===== src/core/lemr_defs.svh =====
// Register offsets, field positions, reset values for the link error monitor
`ifndef LEMR_DEFS_SVH
`define LEMR_DEFS_SVH
`define LEMR_ADDR_ERR_CTL     8'hB9
`define LEMR_ADDR_ENC_CTL     8'hBA
`define LEMR_ADDR_RSVD_BB     8'hBB
`define LEMR_ADDR_FV_MIN      8'hBC
`define LEMR_ADDR_RSVD_BD     8'hBD
`define LEMR_ADDR_PD_CTL      8'hBE
`define LEMR_ADDR_RSVD_BF     8'hBF
`define LEMR_ADDR_IRQ_STS     8'hC0
`define LEMR_ADDR_IRQ_MASK    8'hC1
`define LEMR_ADDR_STATUS      8'hC2
`define LEMR_BIT_FILT_IGNORE  5
`define LEMR_BIT_CNT_EN       4
`define LEMR_BIT_ENC_OFF      7
`define LEMR_RST_ERR_CTL      8'h33
`define LEMR_RST_ENC_CTL      8'h03
`define LEMR_RST_RSVD_BB      8'h74
`define LEMR_RST_FV_MIN       8'h80
`define LEMR_RST_PD_CTL       8'h00
`define LEMR_MASK_ERR_CTL     8'h3F
`define LEMR_MASK_PD_CTL      8'h7F
`define LEMR_IRQ_LOCK_LOST    0
`define LEMR_IRQ_CRC_FAIL     1
`define LEMR_IRQ_FRAME_START  2
`define LEMR_IRQ_LOCK_GAINED  3
`endif


===== src/core/lemr_pkg.sv =====
// Types shared by the link error monitor register bank
package lemr_pkg;
	typedef logic [7:0] lemr_byte_t;
	typedef enum logic [2:0] {
		LEMR_FV_IDLE = 3'b001,
		LEMR_FV_WAIT = 3'b010,
		LEMR_FV_SENT = 3'b100
	} lemr_fv_state_t;
endpackage : lemr_pkg


===== src/core/lemr_regs.sv =====
// Link error monitor register bank with lock, frame start and pulldown logic
`timescale 1ns/100ps
`include "lemr_defs.svh"

module lemr_regs #(
	parameter int GPIO_N = 7                    // Number of GPIO pins
) (
	input  wire logic                 core_clk_in,      // 125 MHz clock
	input  wire logic                 reset_in,         // Async, active high
	input  wire logic [7:0]           reg_addr_in,      // Register address
	input  wire lemr_pkg::lemr_byte_t reg_wdata_in,     // Write data
	input  wire logic                 reg_wr_in,        // Write strobe
	input  wire logic                 reg_rd_in,        // Read strobe
	output      lemr_pkg::lemr_byte_t reg_rdata_out,    // Read data, next cycle
	input  wire logic                 pix_en_in,        // Recovered pixel tick
	input  wire logic                 parity_err_in,    // Forward parity error
	input  wire logic                 clock_err_in,     // Forward clock error
	input  wire logic                 control_err_in,   // Forward control error
	input  wire logic                 filter_wait_in,   // Equalizer filter wait
	input  wire logic                 lock_raw_in,      // Analog lock acquired
	output      logic                 lock_out,         // Receiver lock
	input  wire logic                 enc_valid_in,     // Encoded packet strobe
	input  wire logic                 enc_crc_ok_in,    // Packet check passed
	input  wire lemr_pkg::lemr_byte_t enc_info_in,      // Packet link info
	output      lemr_pkg::lemr_byte_t link_info_out,    // Stored link info
	input  wire logic                 raw_mode_in,      // Raw input mode
	input  wire logic                 link_clk_en_in,   // Link clock tick
	input  wire logic                 frame_active_in,  // Frame valid pin
	output      logic                 frame_start_out,  // Frame start pulse
	input  wire logic [GPIO_N-1:0]    gpio_is_out_in,   // Pin in output mode
	output      logic [GPIO_N-1:0]    pulldown_en_out,  // Pulldown enables
	output      logic                 irq_out           // Level interrupt
);
	import lemr_pkg::*;

	// Synchronised pin and link-side inputs
	logic [6:0] sync1_r;                        // First stage only
	logic [6:0] sync2_r;                        // Safe to read
	logic       fv_q, lk_q, pe_q, ce_q, te_q, fw_q, tk_q;

	// Register file state
	lemr_byte_t err_ctl_r, err_ctl_nxt;         // Monitor control
	lemr_byte_t enc_ctl_r, enc_ctl_nxt;         // Encoder check control
	lemr_byte_t rsvd_bb_r, rsvd_bb_nxt;         // Reserved, kept as RW
	lemr_byte_t fv_min_r, fv_min_nxt;           // Frame-active minimum
	lemr_byte_t rsvd_bd_r, rsvd_bd_nxt;         // Reserved RW
	lemr_byte_t pd_ctl_r, pd_ctl_nxt;           // Pulldown disables
	lemr_byte_t rsvd_bf_r, rsvd_bf_nxt;         // Reserved RW
	lemr_byte_t irq_sts_r, irq_sts_nxt;         // Sticky events
	lemr_byte_t irq_mask_r, irq_mask_nxt;       // Interrupt enables
	lemr_byte_t rdata_r, rdata_nxt;             // Read data register

	// Monitor state
	logic [3:0] err_cnt_r, err_cnt_nxt;         // Link error counter
	logic       lock_r, lock_nxt;               // Lock state
	lemr_byte_t info_r, info_nxt;               // Stored link info
	lemr_fv_state_t fv_st_r, fv_st_nxt;         // Frame start FSM
	lemr_byte_t fv_cnt_r, fv_cnt_nxt;           // Frame-active length
	logic       fs_r, fs_nxt;                   // Frame start pulse

	logic err_seen, lock_lost, lock_gain, crc_fail, fs_ev;

	// Decode used by both read and write paths
	function automatic logic hit(input logic [7:0] a, input logic [7:0] r);
		hit = (a == r);
	endfunction : hit

	// Two-flop synchronisers; async inputs come from the pins and the link side
	always_ff @(posedge core_clk_in or posedge reset_in) begin
		if (reset_in) begin
			sync1_r <= 7'h00;
			sync2_r <= 7'h00;
		end else begin
			sync1_r <= {frame_active_in, lock_raw_in, parity_err_in,
				clock_err_in, control_err_in, filter_wait_in, link_clk_en_in};
			sync2_r <= sync1_r;
		end
	end
	assign {fv_q, lk_q, pe_q, ce_q, te_q, fw_q, tk_q} = sync2_r;

	// Error detection and lock decision
	always_comb begin
		// Filter-wait errors dropped when the ignore bit is set
		err_seen = pix_en_in & (pe_q | ce_q | te_q)
			& ~(fw_q & err_ctl_r[`LEMR_BIT_FILT_IGNORE]);
		err_cnt_nxt = err_cnt_r;
		lock_nxt = lock_r;
		if (!err_ctl_r[`LEMR_BIT_CNT_EN]) begin
			err_cnt_nxt = 4'h0;
			if (err_seen && lock_r)
				lock_nxt = 1'b0;
		end else if (err_seen && lock_r) begin
			err_cnt_nxt = err_cnt_r + 4'h1;
			// Limit of zero behaves like a limit of one
			if (err_cnt_nxt >= err_ctl_r[3:0])
				lock_nxt = 1'b0;
		end
		if (!lock_r && lk_q && !err_seen) begin
			lock_nxt = 1'b1;
			err_cnt_nxt = 4'h0;
		end
		if (!lk_q)
			lock_nxt = 1'b0;
		lock_lost = lock_r & ~lock_nxt;
		lock_gain = ~lock_r & lock_nxt;
	end

	// Encoded packet acceptance
	always_comb begin
		info_nxt = info_r;
		crc_fail = enc_valid_in & ~enc_crc_ok_in;
		// Bypass accepts everything; checking drops failed packets
		if (enc_valid_in && (enc_crc_ok_in
			|| enc_ctl_r[`LEMR_BIT_ENC_OFF]))
			info_nxt = enc_info_in;
	end

	// Frame start generator for raw mode
	always_comb begin
		fv_st_nxt = fv_st_r;
		fv_cnt_nxt = fv_cnt_r;
		fs_nxt = 1'b0;
		case (fv_st_r)
			LEMR_FV_IDLE: begin
				fv_cnt_nxt = 8'h00;
				if (fv_q && raw_mode_in)
					fv_st_nxt = LEMR_FV_WAIT;
			end
			LEMR_FV_WAIT: begin
				if (!fv_q || !raw_mode_in) begin
					fv_st_nxt = LEMR_FV_IDLE;   // Short frame, no start
				end else if (tk_q) begin
					if (fv_cnt_r + 8'h01 >= fv_min_r) begin
						fs_nxt = 1'b1;
						fv_st_nxt = LEMR_FV_SENT;
					end else begin
						fv_cnt_nxt = fv_cnt_r + 8'h01;
					end
				end
			end
			LEMR_FV_SENT: begin
				if (!fv_q)
					fv_st_nxt = LEMR_FV_IDLE;
			end
			default: fv_st_nxt = LEMR_FV_IDLE;
		endcase
		fs_ev = fs_nxt;
	end

	// Register writes, reads and sticky status
	always_comb begin
		err_ctl_nxt = err_ctl_r;
		enc_ctl_nxt = enc_ctl_r;
		rsvd_bb_nxt = rsvd_bb_r;
		fv_min_nxt = fv_min_r;
		rsvd_bd_nxt = rsvd_bd_r;
		pd_ctl_nxt = pd_ctl_r;
		rsvd_bf_nxt = rsvd_bf_r;
		irq_mask_nxt = irq_mask_r;
		irq_sts_nxt = irq_sts_r;
		rdata_nxt = 8'h00;
		if (reg_wr_in) begin
			// Read-only reserved bits masked off on write
			if (hit(reg_addr_in, `LEMR_ADDR_ERR_CTL))
				err_ctl_nxt = reg_wdata_in & `LEMR_MASK_ERR_CTL;
			if (hit(reg_addr_in, `LEMR_ADDR_ENC_CTL))
				enc_ctl_nxt = reg_wdata_in;
			if (hit(reg_addr_in, `LEMR_ADDR_RSVD_BB))
				rsvd_bb_nxt = reg_wdata_in;
			if (hit(reg_addr_in, `LEMR_ADDR_FV_MIN))
				fv_min_nxt = reg_wdata_in;
			if (hit(reg_addr_in, `LEMR_ADDR_RSVD_BD))
				rsvd_bd_nxt = reg_wdata_in;
			if (hit(reg_addr_in, `LEMR_ADDR_PD_CTL))
				pd_ctl_nxt = reg_wdata_in & `LEMR_MASK_PD_CTL;
			if (hit(reg_addr_in, `LEMR_ADDR_RSVD_BF))
				rsvd_bf_nxt = reg_wdata_in;
			if (hit(reg_addr_in, `LEMR_ADDR_IRQ_MASK))
				irq_mask_nxt = {4'h0, reg_wdata_in[3:0]};
		end
		if (reg_rd_in) begin
			case (reg_addr_in)
				`LEMR_ADDR_ERR_CTL:  rdata_nxt = err_ctl_r;
				`LEMR_ADDR_ENC_CTL:  rdata_nxt = enc_ctl_r;
				`LEMR_ADDR_RSVD_BB:  rdata_nxt = rsvd_bb_r;
				`LEMR_ADDR_FV_MIN:   rdata_nxt = fv_min_r;
				`LEMR_ADDR_RSVD_BD:  rdata_nxt = rsvd_bd_r;
				`LEMR_ADDR_PD_CTL:   rdata_nxt = pd_ctl_r;
				`LEMR_ADDR_RSVD_BF:  rdata_nxt = rsvd_bf_r;
				`LEMR_ADDR_IRQ_STS:  rdata_nxt = irq_sts_r;
				`LEMR_ADDR_IRQ_MASK: rdata_nxt = irq_mask_r;
				`LEMR_ADDR_STATUS:   rdata_nxt = {3'h0, lock_r, err_cnt_r};
				default:             rdata_nxt = 8'h00; // Unmapped
			endcase
			// Read clears status; new events below still win
			if (hit(reg_addr_in, `LEMR_ADDR_IRQ_STS))
				irq_sts_nxt = 8'h00;
		end
		if (lock_lost) irq_sts_nxt[`LEMR_IRQ_LOCK_LOST] = 1'b1;
		if (crc_fail)  irq_sts_nxt[`LEMR_IRQ_CRC_FAIL] = 1'b1;
		if (fs_ev)     irq_sts_nxt[`LEMR_IRQ_FRAME_START] = 1'b1;
		if (lock_gain) irq_sts_nxt[`LEMR_IRQ_LOCK_GAINED] = 1'b1;
	end

	// State registers
	always_ff @(posedge core_clk_in or posedge reset_in) begin
		if (reset_in) begin
			err_ctl_r  <= `LEMR_RST_ERR_CTL;
			enc_ctl_r  <= `LEMR_RST_ENC_CTL;
			rsvd_bb_r  <= `LEMR_RST_RSVD_BB;
			fv_min_r   <= `LEMR_RST_FV_MIN;
			rsvd_bd_r  <= 8'h00;
			pd_ctl_r   <= `LEMR_RST_PD_CTL;
			rsvd_bf_r  <= 8'h00;
			irq_sts_r  <= 8'h00;
			irq_mask_r <= 8'h00;
			rdata_r    <= 8'h00;
			err_cnt_r  <= 4'h0;
			lock_r     <= 1'b0;
			info_r     <= 8'h00;
			fv_st_r    <= LEMR_FV_IDLE;
			fv_cnt_r   <= 8'h00;
			fs_r       <= 1'b0;
		end else begin
			err_ctl_r  <= err_ctl_nxt;
			enc_ctl_r  <= enc_ctl_nxt;
			rsvd_bb_r  <= rsvd_bb_nxt;
			fv_min_r   <= fv_min_nxt;
			rsvd_bd_r  <= rsvd_bd_nxt;
			pd_ctl_r   <= pd_ctl_nxt;
			rsvd_bf_r  <= rsvd_bf_nxt;
			irq_sts_r  <= irq_sts_nxt;
			irq_mask_r <= irq_mask_nxt;
			rdata_r    <= rdata_nxt;
			err_cnt_r  <= err_cnt_nxt;
			lock_r     <= lock_nxt;
			info_r     <= info_nxt;
			fv_st_r    <= fv_st_nxt;
			fv_cnt_r   <= fv_cnt_nxt;
			fs_r       <= fs_nxt;
		end
	end

	// Pulldown per pin: on unless output mode or disabled
	genvar g;
	generate
		for (g = 0; g < GPIO_N; g++) begin : g_pd
			assign pulldown_en_out[g] = ~gpio_is_out_in[g]
				& ~pd_ctl_r[g];
		end
	endgenerate

	assign reg_rdata_out   = rdata_r;
	assign lock_out        = lock_r;
	assign link_info_out   = info_r;
	assign frame_start_out = fs_r;
	assign irq_out         = |(irq_sts_r & irq_mask_r);

	// Checks on the design's own behaviour
	a_disabled_drop: assert property (@(posedge core_clk_in)
		disable iff (reset_in) (lock_r && err_seen
		&& !err_ctl_r[`LEMR_BIT_CNT_EN]) |=> !lock_r)
		else $error("lock kept after error with counting off");
	a_count_clear: assert property (@(posedge core_clk_in)
		disable iff (reset_in) !err_ctl_r[`LEMR_BIT_CNT_EN]
		|=> err_cnt_r == 4'h0)
		else $error("counter not cleared while disabled");
	a_filter_ignore: assert property (@(posedge core_clk_in)
		disable iff (reset_in) (fw_q && err_ctl_r[`LEMR_BIT_FILT_IGNORE]
		&& lock_r && lk_q) |=> lock_r)
		else $error("lock dropped during ignored filter wait");
	a_limit_drop: assert property (@(posedge core_clk_in)
		disable iff (reset_in) (lock_r && lk_q
		&& err_ctl_r[`LEMR_BIT_CNT_EN] && err_ctl_r[3:0] > err_cnt_r + 4'h1
		&& err_ctl_r[3:0] != 4'h0) |=> lock_r)
		else $error("lock dropped below the error limit");
	a_crc_block: assert property (@(posedge core_clk_in)
		disable iff (reset_in) (enc_valid_in && !enc_crc_ok_in
		&& !enc_ctl_r[`LEMR_BIT_ENC_OFF]) |=> $stable(info_r))
		else $error("failed packet updated link info");
	a_crc_bypass: assert property (@(posedge core_clk_in)
		disable iff (reset_in) (enc_valid_in
		&& enc_ctl_r[`LEMR_BIT_ENC_OFF]) |=> info_r == $past(enc_info_in))
		else $error("bypass did not store packet");
	a_fs_late: assert property (@(posedge core_clk_in)
		disable iff (reset_in) fs_r |-> $past(fv_cnt_r) + 8'h01
		>= fv_min_r)
		else $error("frame start before minimum time");
	a_pd_mask: assert property (@(posedge core_clk_in)
		disable iff (reset_in) (reg_wr_in && reg_addr_in ==
		`LEMR_ADDR_PD_CTL) |=> pd_ctl_r[7] == 1'b0)
		else $error("pulldown reserved bit stored");
	a_rsvd_zero: assert property (@(posedge core_clk_in)
		disable iff (reset_in) err_ctl_r[7:6] == 2'h0)
		else $error("reserved control bits nonzero");
	a_err_counts: assert property (@(posedge core_clk_in)
		disable iff (reset_in) (lock_r && lk_q && err_seen
		&& err_ctl_r[`LEMR_BIT_CNT_EN]) |=> (err_cnt_r != $past(err_cnt_r)
		|| !lock_r))
		else $error("error not counted");
	a_cnt_reset_one: assert property (@(posedge core_clk_in)
		$fell(reset_in) |-> err_ctl_r[`LEMR_BIT_CNT_EN])
		else $error("count enable not set after reset");

	c_lock_lost: cover property (@(posedge core_clk_in)
		disable iff (reset_in) lock_lost);
	c_frame_start: cover property (@(posedge core_clk_in)
		disable iff (reset_in) fs_r);
	c_crc_fail: cover property (@(posedge core_clk_in)
		disable iff (reset_in) crc_fail && !enc_ctl_r[`LEMR_BIT_ENC_OFF]);
	c_irq: cover property (@(posedge core_clk_in)
		disable iff (reset_in) irq_out);
endmodule : lemr_regs


===== config.mk =====
export PLATFORM = sky130hd
export DESIGN_NAME = lemr_regs
export DESIGN_NICKNAME = d
export VERILOG_FILES = /design/src/core/lemr_pkg.sv /design/src/core/lemr_regs.sv
export VERILOG_INCLUDE_DIRS = /design/src /design/src/core
export SDC_FILE = /design/constraint.sdc
export NUM_CORES = 1
export LEC_CHECK = 0
export ABC_AREA = 1
export BUFFER_PORTS_ARGS = -buffer_cell sky130_fd_sc_hd__buf_2
export CORE_AREA = 2 2 102 104
export CTS_CLUSTER_SIZE = 10
export DETAILED_ROUTE_END_ITERATION = 7
export DIE_AREA = 0 0 104 106
export PLACE_DENSITY = 0.84
export RECOVER_POWER = 100
export SLEW_MARGIN = 20
export SYNTH_ARGS = -nofsm -noshare
export SYNTH_HDL_FRONTEND = slang
export SYNTH_SLANG_ARGS = --single-unit

===== constraint.sdc =====
create_clock -name core_clk_in -period 4.8 [get_ports core_clk_in]
set_input_delay 0.96 -clock core_clk_in [delete_from_list [all_inputs] [get_ports core_clk_in]]
set_output_delay 0.96 -clock core_clk_in [all_outputs]
set_load 0.02 [all_outputs]

==> impl_metrics.yaml, run 1 <==
yosys:
  synth-seq-cells: 108
  synth_warnings: 0
  syn_inst: 631
  synth_edf_count: 0
  ys_seq_area_share_pct: 50.5
  ys_async_sr_fraction_pct: 100
  postSynthAreaPerCell_sq_um: 8.53
  synth_area_sq_um: 5380
  ys_types: 33
  syn_nets: 691
  ys.flop_type: "dfrtp_1"
sta:
  worst_pin_slew_ns: 1.89
  rsz0062_at_grt: "no"
  max_freq_ghz: 0.288
  fin_worst_skew_ns: 0.00822
  tns_ns: 0
  period_minus_slack_ns: 3.47
  setup_violations: 0
  relSlewSlack_pct: -26.5
  period_share_pct: 72.4
  slew_viol_final: 60
  hold_viol_final: 0
die:
  ios: 72
  core-area_sq_um: 10000
  start_util_pct: 53.8
  num_rows: 37
  die_w_um: 104
  dieArea_sq_um: 11000
  die_y_um: 106
critical_path:
  crit_path_cell_trace: "clkbuf_1 > inv_1 > nand2_1 > nor2_1 > nand2_1 > clkinvlp_2 > nand2_1 > o21ai_0"
  crit_path_max_incr_delay_ns: 1.39
  cp.arrival_ns: 3.77
  cpMostUsedCell: "nand2_1"
  path_max_fanout: 28
  path_delay_family: "simple AND/OR/NAND/NOR gates"
  setup.worst_path.class: "in -> reg"
  critPathSlowestCell: "nor2_1"
  end_kind: "register"
  path_buf_inv: 3
  startpoint_type: "primary input"
  required_ns: 5.09
routing:
  wl_mm: 12.2
  via_per_inst: 5.26
  antenna_left: 0
  wl_per_cell_um: 14.5
  dr.pass1.iters: 5
  drc_errors: 0
  drtIter0Drc: 288
  vias: 4430
clock_tree:
  h-tree-depth: 3
  clk_pin_slew_ns: 0.10
  clock_latency_ns: 0.38
  cts_tree: "yes"
  ctsResizeCount: 0
  cts_max_path_buffers: 2
  cts_setup_buffers: 0
  cts_buffers: 9
  cts_hold_buf: 0
  clock-root-buffer: "clkbuf_8"
  clock-sinks: 108
finish:
  fill_cells: 947
  stdcell_count: 843
  drive_above_1_share_pct: 14.3
  num_antenna_cells: 0
  area_delta_synth_final_pct: 8.16
  layout.nets: 763
grt:
  antenna_found_initial: 0
  track_usage_pct: 23.6
  grt-ovfl-total: 0
  grt_pass1_vias: 4283
  grt_pass1_wl_mm: 20.6
  grt_max_degree: 80
placement:
  gp_congestion: 0.968
  dp.cells: 828
  hpwl_mm: 9.07
  portBuffers: 71
run_status:
  outcome: "finished, violations left"
  violations: "max-capacitance violations, max-slew violations"
power_and_ir_drop:
  total_power_w: 0.00183
  power.density_nw_per_um2: 315
  leakagePower_nw: 2.92
  vdd_drop_max_mv: 0.154
run:
  maxCapViolCount: 2
worst_hold_path:
  hp-class: "reg -> reg"
per-stage QoR:
stage	cell area, sq um	util [%]	hold slack, ns	worst slack, ns
floorplan	5380	-	0.331	1.01
global placement	5810	58.1	0.333	2.40
detailed placement	5810	58.1	0.336	2.26
CTS	5990	59.9	0.358	2.36
global route	5820	58.2	0.361	1.07
finish	5820	58.2	0.356	1.33
layer usage:
layer | vias to the layer above | global-route usage, % | share of wire (%)
li1 | 2158 | - | -
met1 | 2115 | 31.0 | 44
met2 | 129 | 38.6 | 49
met3 | 28 | 3.74 | 5.0
met4 | 0 | 10.9 | 2.6
met5 | - | 0 | 0
sequential cells by signal (all words and copies together) (netlist names), 6 cells and up:
signal,flops
pd_ctl_r,7
sync1_r,7
rsvd_bb_r,8
link_info_out,8
reg_rdata_out,8
err_ctl_r,6
sync2_r,7
enc_ctl_r,8
fv_cnt_r,8
rsvd_bf_r,8
rsvd_bd_r,8
fv_min_r,8
power breakdown:
| part | switching (W) | total, W | internal [W] | leakage [nW] |
|---|---|---|---|---|
| sequential | 0.0000409 | 0.00101 | 0.000970 | 1.38 |
| clock | 0.000306 | 0.000508 | 0.000202 | 0.0925 |
| combinational | 0.000218 | 0.000315 | 0.0000966 | 1.45 |
| total | 0.000565 | 0.00183 | 0.00127 | 2.92 |
worst paths after layout:
path                           startpoint                to  slack [ns]  cells past startpoint
min                            sync1_r[5]        sync2_r[5]        0.36                      0
max                        reg_addr_in[6]      enc_ctl_r[3]        1.33                      8
min in group asynchronous        reset_in  reg_rdata_out[7]        0.76                      2
min reg2reg                    sync1_r[5]        sync2_r[5]        0.36                      0
max in group asynchronous        reset_in       pd_ctl_r[5]        2.03                      3
max reg2reg                   fv_cnt_r[0]       fv_cnt_r[7]        2.10                     16
cell usage after synthesis (2+ instances only):
library cell	instances	area [sq um]
a21oi_1	9	45.0
buf_4	3	22.5
buf_6	7	78.8
dfrtp_1	96	2400
dfstp_2	12	315
ha_1	14	175
inv_1	67	251
inv_2	5	18.8
mux2_2	8	90.1
nand2_1	178	668
nand2_2	13	81.3
nand2_4	5	56.3
nand3_1	57	285
nand4_1	8	50.1
nor2_1	51	191
nor2_2	4	25.0
nor2_4	4	45.0
nor2_8	2	40.0
nor3_1	5	25.0
o21ai_0	22	110
o21ai_1	32	160
o21ai_2	16	140
xor2_1	3	26.3
kinds of logic (layout without fill, tap and decap cells):
kind of cell	count (synthesis)	count (layout)	share of synthesized area (%)
AND/OR/NAND/NOR	330	330	27.9
flip-flops	108	108	50.5
buffers and inverters	85	161	7.18
AO/OA/AOI/OAI	82	82	8.88
adder cells (fa/ha/maj)	14	14	3.25
multiplexers	8	8	1.67
XOR/XNOR	4	4	0.651
worst reg2reg max path, delay by kind of cell (launching register included):
kind	cells	cell delay, ns
buffers and inverters	1	0.12
adders and majority gates	2	0.41
DFF	1	0.43
and+or+nand+nor	13	1.64
area by class of cell:
type,count,area [sq um],area share [%]
Clock buffer,10,138,2.36
Clock inverter,5,36.3,0.623
Inverter,74,283,4.86
Multi-Input combinational cell,438,2160,37.0
Sequential cell,108,2720,46.7
Tap cell,136,170,2.92
Timing Repair Buffer,72,322,5.52
cells in the final DEF (no fill, tap or decap), types with 2 or more instances in the layout:
cell type,count
a21oi_1,9
buf_2,41
clkbuf_1,31
clkbuf_8,10
clkinv_2,2
clkinv_4,2
clkinvlp_2,2
dfrtp_1,96
dfstp_2,11
ha_1,14
inv_1,67
inv_2,3
mux2_2,7
nand2_1,187
nand2_2,6
nand2_4,3
nand3_1,58
nand4_1,8
nor2_1,54
nor2_2,4
nor2_4,3
nor3_1,5
o21ai_0,56
o21ai_1,10
o21ai_2,4
xor2_1,3
Note: power is estimated with default switching activity, not from simulation.
==> run 2, diff against run 1 <==
clock period = 3.21 ns   (was 4.8 ns; I/O delays follow)
==> run 2 against run 1 <==
  * The run now ends clean
  * Cell count rose by 0.24%
  * Core utilization up 0.36 points
  * Die area stayed put
  * Count of clock-buffer cells in the layout shrank 1
  * Hold slack gained 0.0030 ns
  * Largest power group unchanged
==> impl_metrics.yaml, run 2 (synthesis gave the netlist of run 1 again) <==
run_status:
  outcome: "completed"
finish:
  layout_commonest_cell: "nand2_1"
  drive_above_1_share_pct: 14.8
  num_antenna_cells: 0
  layout_common_cells: "190 x nand2_1, 96 x dfrtp_1, 68 x inv_1"
  area_delta_synth_final_pct: 8.83
  layout.nets: 764
  finalCoreUtilization_pct: 58.6
  fill_cells: 946
critical_path:
  crit_path_cell_trace: "ha_1 > nand2_1 > inv_1 > nand3_1 > nor2_1 > nand2_1 > nand2_1 > ha_1 > nand2_1 > nor2_1 > nand4_1 > nand3_1 > nand2_1 > nand2_4 > nand2_1 > nand2_1"
  cp.arrival_ns: 2.78
  required_ns: 3.52
  startpoint_type: "register"
  crit_path_max_incr_delay_ns: 0.44
  path_max_fanout: 9
  end_kind: "register"
  setup.worst_path.class: "reg -> reg"
  critPathSlowestCell: "dfrtp_1"
  cpMostUsedCell: "nand2_1"
routing:
  drc_errors: 0
  highest_layer: "met4"
  via_per_inst: 5.19
  wl_mm: 12.1
  wl_met2_mm: 5.82
  route.met3.wl_um: 516
  vias: 4384
  met1_length_mm: 5.48
  wl_per_cell_um: 14.3
  drtIter0Drc: 354
  antenna_left: 0
  dr.pass1.iters: 5
power_and_ir_drop:
  vdd_drop_max_mv: 0.210
  power.density_nw_per_um2: 473
  p_int_w: 0.00190
  switching_share_pct: 31.6
  power_switching_w: 0.000877
  leakagePower_nw: 2.93
  pwr-share-clk_pct: 28.0
  seqPwrFrac_pct: 54.5
  comb_power_share_pct: 17.5
die:
  start_util_pct: 53.8
  die_w_um: 104
  core-area_sq_um: 10000
  ios: 72
  die_y_um: 106
  num_rows: 37
  dieArea_sq_um: 11000
grt:
  grt_pass1_wl_mm: 20.2
  grt_pass1_vias: 4289
  grt_max_degree: 109
  grt-ovfl-total: 0
  antenna_found_initial: 0
  track_usage_pct: 23.2
sta:
  fin_worst_skew_ns: 0.00542
  rsz0062_at_grt: "no"
  setup_violations: 0
  relSlewSlack_pct: 30.1
  worst_pin_slew_ns: 1.04
  tns_ns: 0
  hold_viol_final: 0
  max_freq_ghz: 0.406
  period_share_pct: 76.8
  period_minus_slack_ns: 2.46
  slew_viol_final: 0
placement:
  gp_congestion: 0.939
  hpwl_mm: 8.98
  portBuffers: 71
clock_tree:
  cts_tree: "yes"
  cts_max_path_buffers: 2
  clock-root-buffer: "clkbuf_8"
  clk_pin_slew_ns: 0.10
  ctsResizeCount: 0
  cts_setup_buffers: 0
  cts_buffers: 9
  cts_hold_buf: 0
  h-tree-depth: 3
  clock-sinks: 108
  clock_latency_ns: 0.37
worst_hold_path:
  hp-class: "reg -> reg"
run:
  maxCapViolCount: 0
==> run 2: worst paths after layout <==
kind | startpoint | end | cells after the start | slack (ns)
max | fv_cnt_r[0] | fv_cnt_r[2] | 16 | 0.75
min | sync1_r[0] | sync2_r[0] | 0 | 0.36
max reg2reg | fv_cnt_r[0] | fv_cnt_r[2] | 16 | 0.75
min reg2reg | sync1_r[0] | sync2_r[0] | 0 | 0.36
max in group asynchronous | reset_in | err_ctl_r[5] | 3 | 2.36
min in group asynchronous | reset_in | rsvd_bd_r[6] | 3 | 0.43
==> run 2: metal layers <==
layer / GRT usage [%] / vias up
li1: - / 2170
met1: 31.3 / 2076
met2: 37.9 / 121
met3: 3.68 / 17
met4: 9.17 / 0
met5: 0 / -
==> run 2: layout make-up <==
class	instances	area [sq um]	share of cell area, %
clock buffers	9	124	2.11
clock inverters	7	57.6	0.982
inverters	74	282	4.80
multi-input cells	438	2160	36.9
flip-flops and latches	108	2720	46.4
well taps	136	170	2.90
repair buffers	73	344	5.87
==> run 2: worst max-delay path, delay by kind of cell (launching register included) <==
kind | cells | cell delay [ns]
DFF | 1 | 0.44
and+or+nand+nor | 13 | 1.40
adders and majority gates | 2 | 0.49
buffers and inverters | 1 | 0.08
==> run 2: power by group through the flow <==
| stage | logic (W) | registers, W | clock network (W) |
|---|---|---|---|
| global placement | 0.000491 | 0.00153 | 0 |
| detailed placement | 0.000512 | 0.00154 | 0 |
| global route | 0.000551 | 0.00152 | 0.000855 |
| CTS | 0.000514 | 0.00151 | 0.000793 |
| finish | 0.000485 | 0.00151 | 0.000776 |
| floorplan | 0.000347 | 0.00155 | 0 |
==> run 2: per-stage QoR <==
step / setup WS, ns / instances / area, sq um / hold slack, ns / total power, W
after global routing: 0.424 / 845 / 5860 / 0.334 / 0.00293
after CTS: 0.861 / 845 / 6020 / 0.347 / 0.00282
after global placement: 0.980 / 829 / 5840 / 0.333 / 0.00202
after detailed placement: 0.885 / 829 / 5840 / 0.341 / 0.00205
after floorplan: 1.17 / 631 / 5390 / 0.331 / 0.00189
final: 0.745 / 845 / 5860 / 0.359 / 0.00277
==> run 3, diff against run 2 <==
clock period = 2.5 ns   (was 3.21 ns; I/O delays follow)
==> run 3 against run 2 <==
  * The flow now finishes with violations (max-capacitance violations, max-slew violations)
  * Largest power group unchanged
  * Die area unchanged
  * Largest cell class unchanged
  * Register-to-register slack worse by 0.56 ns
  * Clock power increased by 44%
==> impl_metrics.yaml, run 3 (synthesis gave the netlist of run 1 again) <==
sta:
  tns_ns: 0
  slew_viol_final: 110
  fin_ws_ns: 0.184
  period_share_pct: 92.6
  hold_viol_final: 0
  relSlewSlack_pct: -18.2
  setup_violations: 0
  period_minus_slack_ns: 2.32
  max_freq_ghz: 0.432
  fin_worst_skew_ns: 0.0104
  worst_pin_slew_ns: 1.77
routing:
  antenna_left: 0
  drtIter0Drc: 278
  wl_per_cell_um: 14.7
  wl_mm: 12.5
  vias: 4474
  via_per_inst: 5.26
  dr.pass1.iters: 5
  drc_errors: 0
finish:
  final_cell_area_sq_um: 5960
  layout_commonest_cell: "nand2_1"
  area_delta_synth_final_pct: 10.8
  layout.nets: 769
  drive_above_1_share_pct: 17.6
  num_antenna_cells: 0
  fill_cells: 912
  layout_common_cells: "184 x nand2_1, 96 x dfrtp_1, 67 x inv_1"
critical_path:
  crit_path_cell_trace: "ha_1 > nand2_1 > inv_1 > nand3_1 > nor2_1 > nand2_1 > nand2_1 > ha_1 > nand2_1 > nor2_2 > nand4_1 > nand3_2 > buf_4 > nand2_2 > nand3_1 > nand2_1"
  startpoint_type: "register"
  end_kind: "register"
  path_max_fanout: 4
  cpMostUsedCell: "nand2_1"
  crit_path_max_incr_delay_ns: 0.41
  required_ns: 2.78
  critPathSlowestCell: "dfrtp_1"
  cp.arrival_ns: 2.60
  reg2reg_slack_ns: 0.18
  setup.worst_path.class: "reg -> reg"
placement:
  hpwl_mm: 9.14
  place_ws_ns: 0.175
  portBuffers: 71
  postPlaceCellArea_sq_um: 5840
  gp_congestion: 0.974
die:
  core-area_sq_um: 10000
  dieArea_sq_um: 11000
  start_util_pct: 53.8
  num_rows: 37
  die_w_um: 104
  ios: 72
  die_y_um: 106
grt:
  grt_busiest_layer: "met2"
  met2_usage_pct: 37.8
  antenna_found_initial: 0
  grt-ovfl-total: 0
  grt_pass1_vias: 4327
  grt_pass1_wl_mm: 20.6
  grt_max_degree: 76
  track_usage_pct: 23.4
  use_met1_pct: 31.8
  met3_usage_pct: 3.68
clock_tree:
  cts_tree: "yes"
  h-tree-depth: 3
  clk_pin_slew_ns: 0.11
  cts_buffers: 9
  clock_latency_ns: 0.38
  clock-root-buffer: "clkbuf_8"
  clock-sinks: 108
  cts_max_path_buffers: 2
run_status:
  outcome: "finished, violations left"
  violations: "max-capacitance violations, max-slew violations"
power_and_ir_drop:
  vdd_drop_max_mv: 0.259
  power.density_nw_per_um2: 631
  leakagePower_nw: 3.02
worst_hold_path:
  hp-class: "in -> reg"
run:
  maxCapViolCount: 2
[run 3: cell count changes in the layout (fill, tap and decap cells not counted), sizes merged]
cell	before	now
bufinv	0	1
inv	74	75
nand2	196	197
clkinv	1	4
clkinvlp	6	1
buf	44	48
[run 3: layout make-up]
class	instances	area (sq um)	area share, %
Multi-Input combinational cell	439	2230	37.4
Timing Repair Buffer	77	360	6.04
Tap cell	136	170	2.85
Clock buffer	9	124	2.08
Clock inverter	7	80.1	1.34
Sequential cell	108	2720	45.6
Inverter	74	283	4.74
[run 3: per-layer routing]
layer / vias to the layer above / wire length (um)
li1: 2179 / -
met1: 2136 / 5430
met2: 131 / 6090
met3: 28 / 614
met4: 0 / 364
met5: - / 0
[run 3: power by group]
group,internal [W],leakage (nW),switching (W),total (W)
Combinational,0.000233,1.53,0.000469,0.000701
Sequential,0.00186,1.38,0.0000740,0.00194
Clock,0.000482,0.108,0.000643,0.00112
Total,0.00258,3.02,0.00119,0.00376
[run 3: repair_timing]
action | CTS | global route
hold buffers | 0 | 0
resized for setup | 0 | 4
buffers inserted | 0 | 3
endpoints found under the setup margin | 0 | 8
[run 3: path summary, 6_finish.rpt]
| check | start | endpoint | depth (start not counted) |
|---|---|---|---|
| setup / recovery | fv_cnt_r[0] | fv_cnt_r[5] | 16 |
| hold / removal | parity_err_in | sync1_r[4] | 1 |
| setup reg to reg | fv_cnt_r[0] | fv_cnt_r[5] | 16 |
| hold reg to reg | sync1_r[3] | sync2_r[3] | 0 |
| max in group asynchronous | reset_in | irq_mask_r[3] | 3 |
| min in group asynchronous | reset_in | link_info_out[7] | 3 |
[run 3: metrics by stage]
step           hold slack [ns]  std cells  total power [W]  utilization [%]
6_report                 0.214        850          0.00376             59.6
5_1_grt                  0.196        850          0.00393             59.6
4_1_cts                  0.199        846          0.00374             60.5
3_5_place_dp             0.337        830          0.00262             58.4
3_3_place_gp             0.333        830          0.00259             58.4
2_1_floorplan            0.331        631          0.00243                -
[run 3: critical path: cells and delay by family (launching register included)]
family | cells | cell delay [ns]
buffers and inverters | 2 | 0.21
adder cells (fa/ha/maj) | 2 | 0.49
AND/OR/NAND/NOR | 12 | 1.10
flip-flops | 1 | 0.41
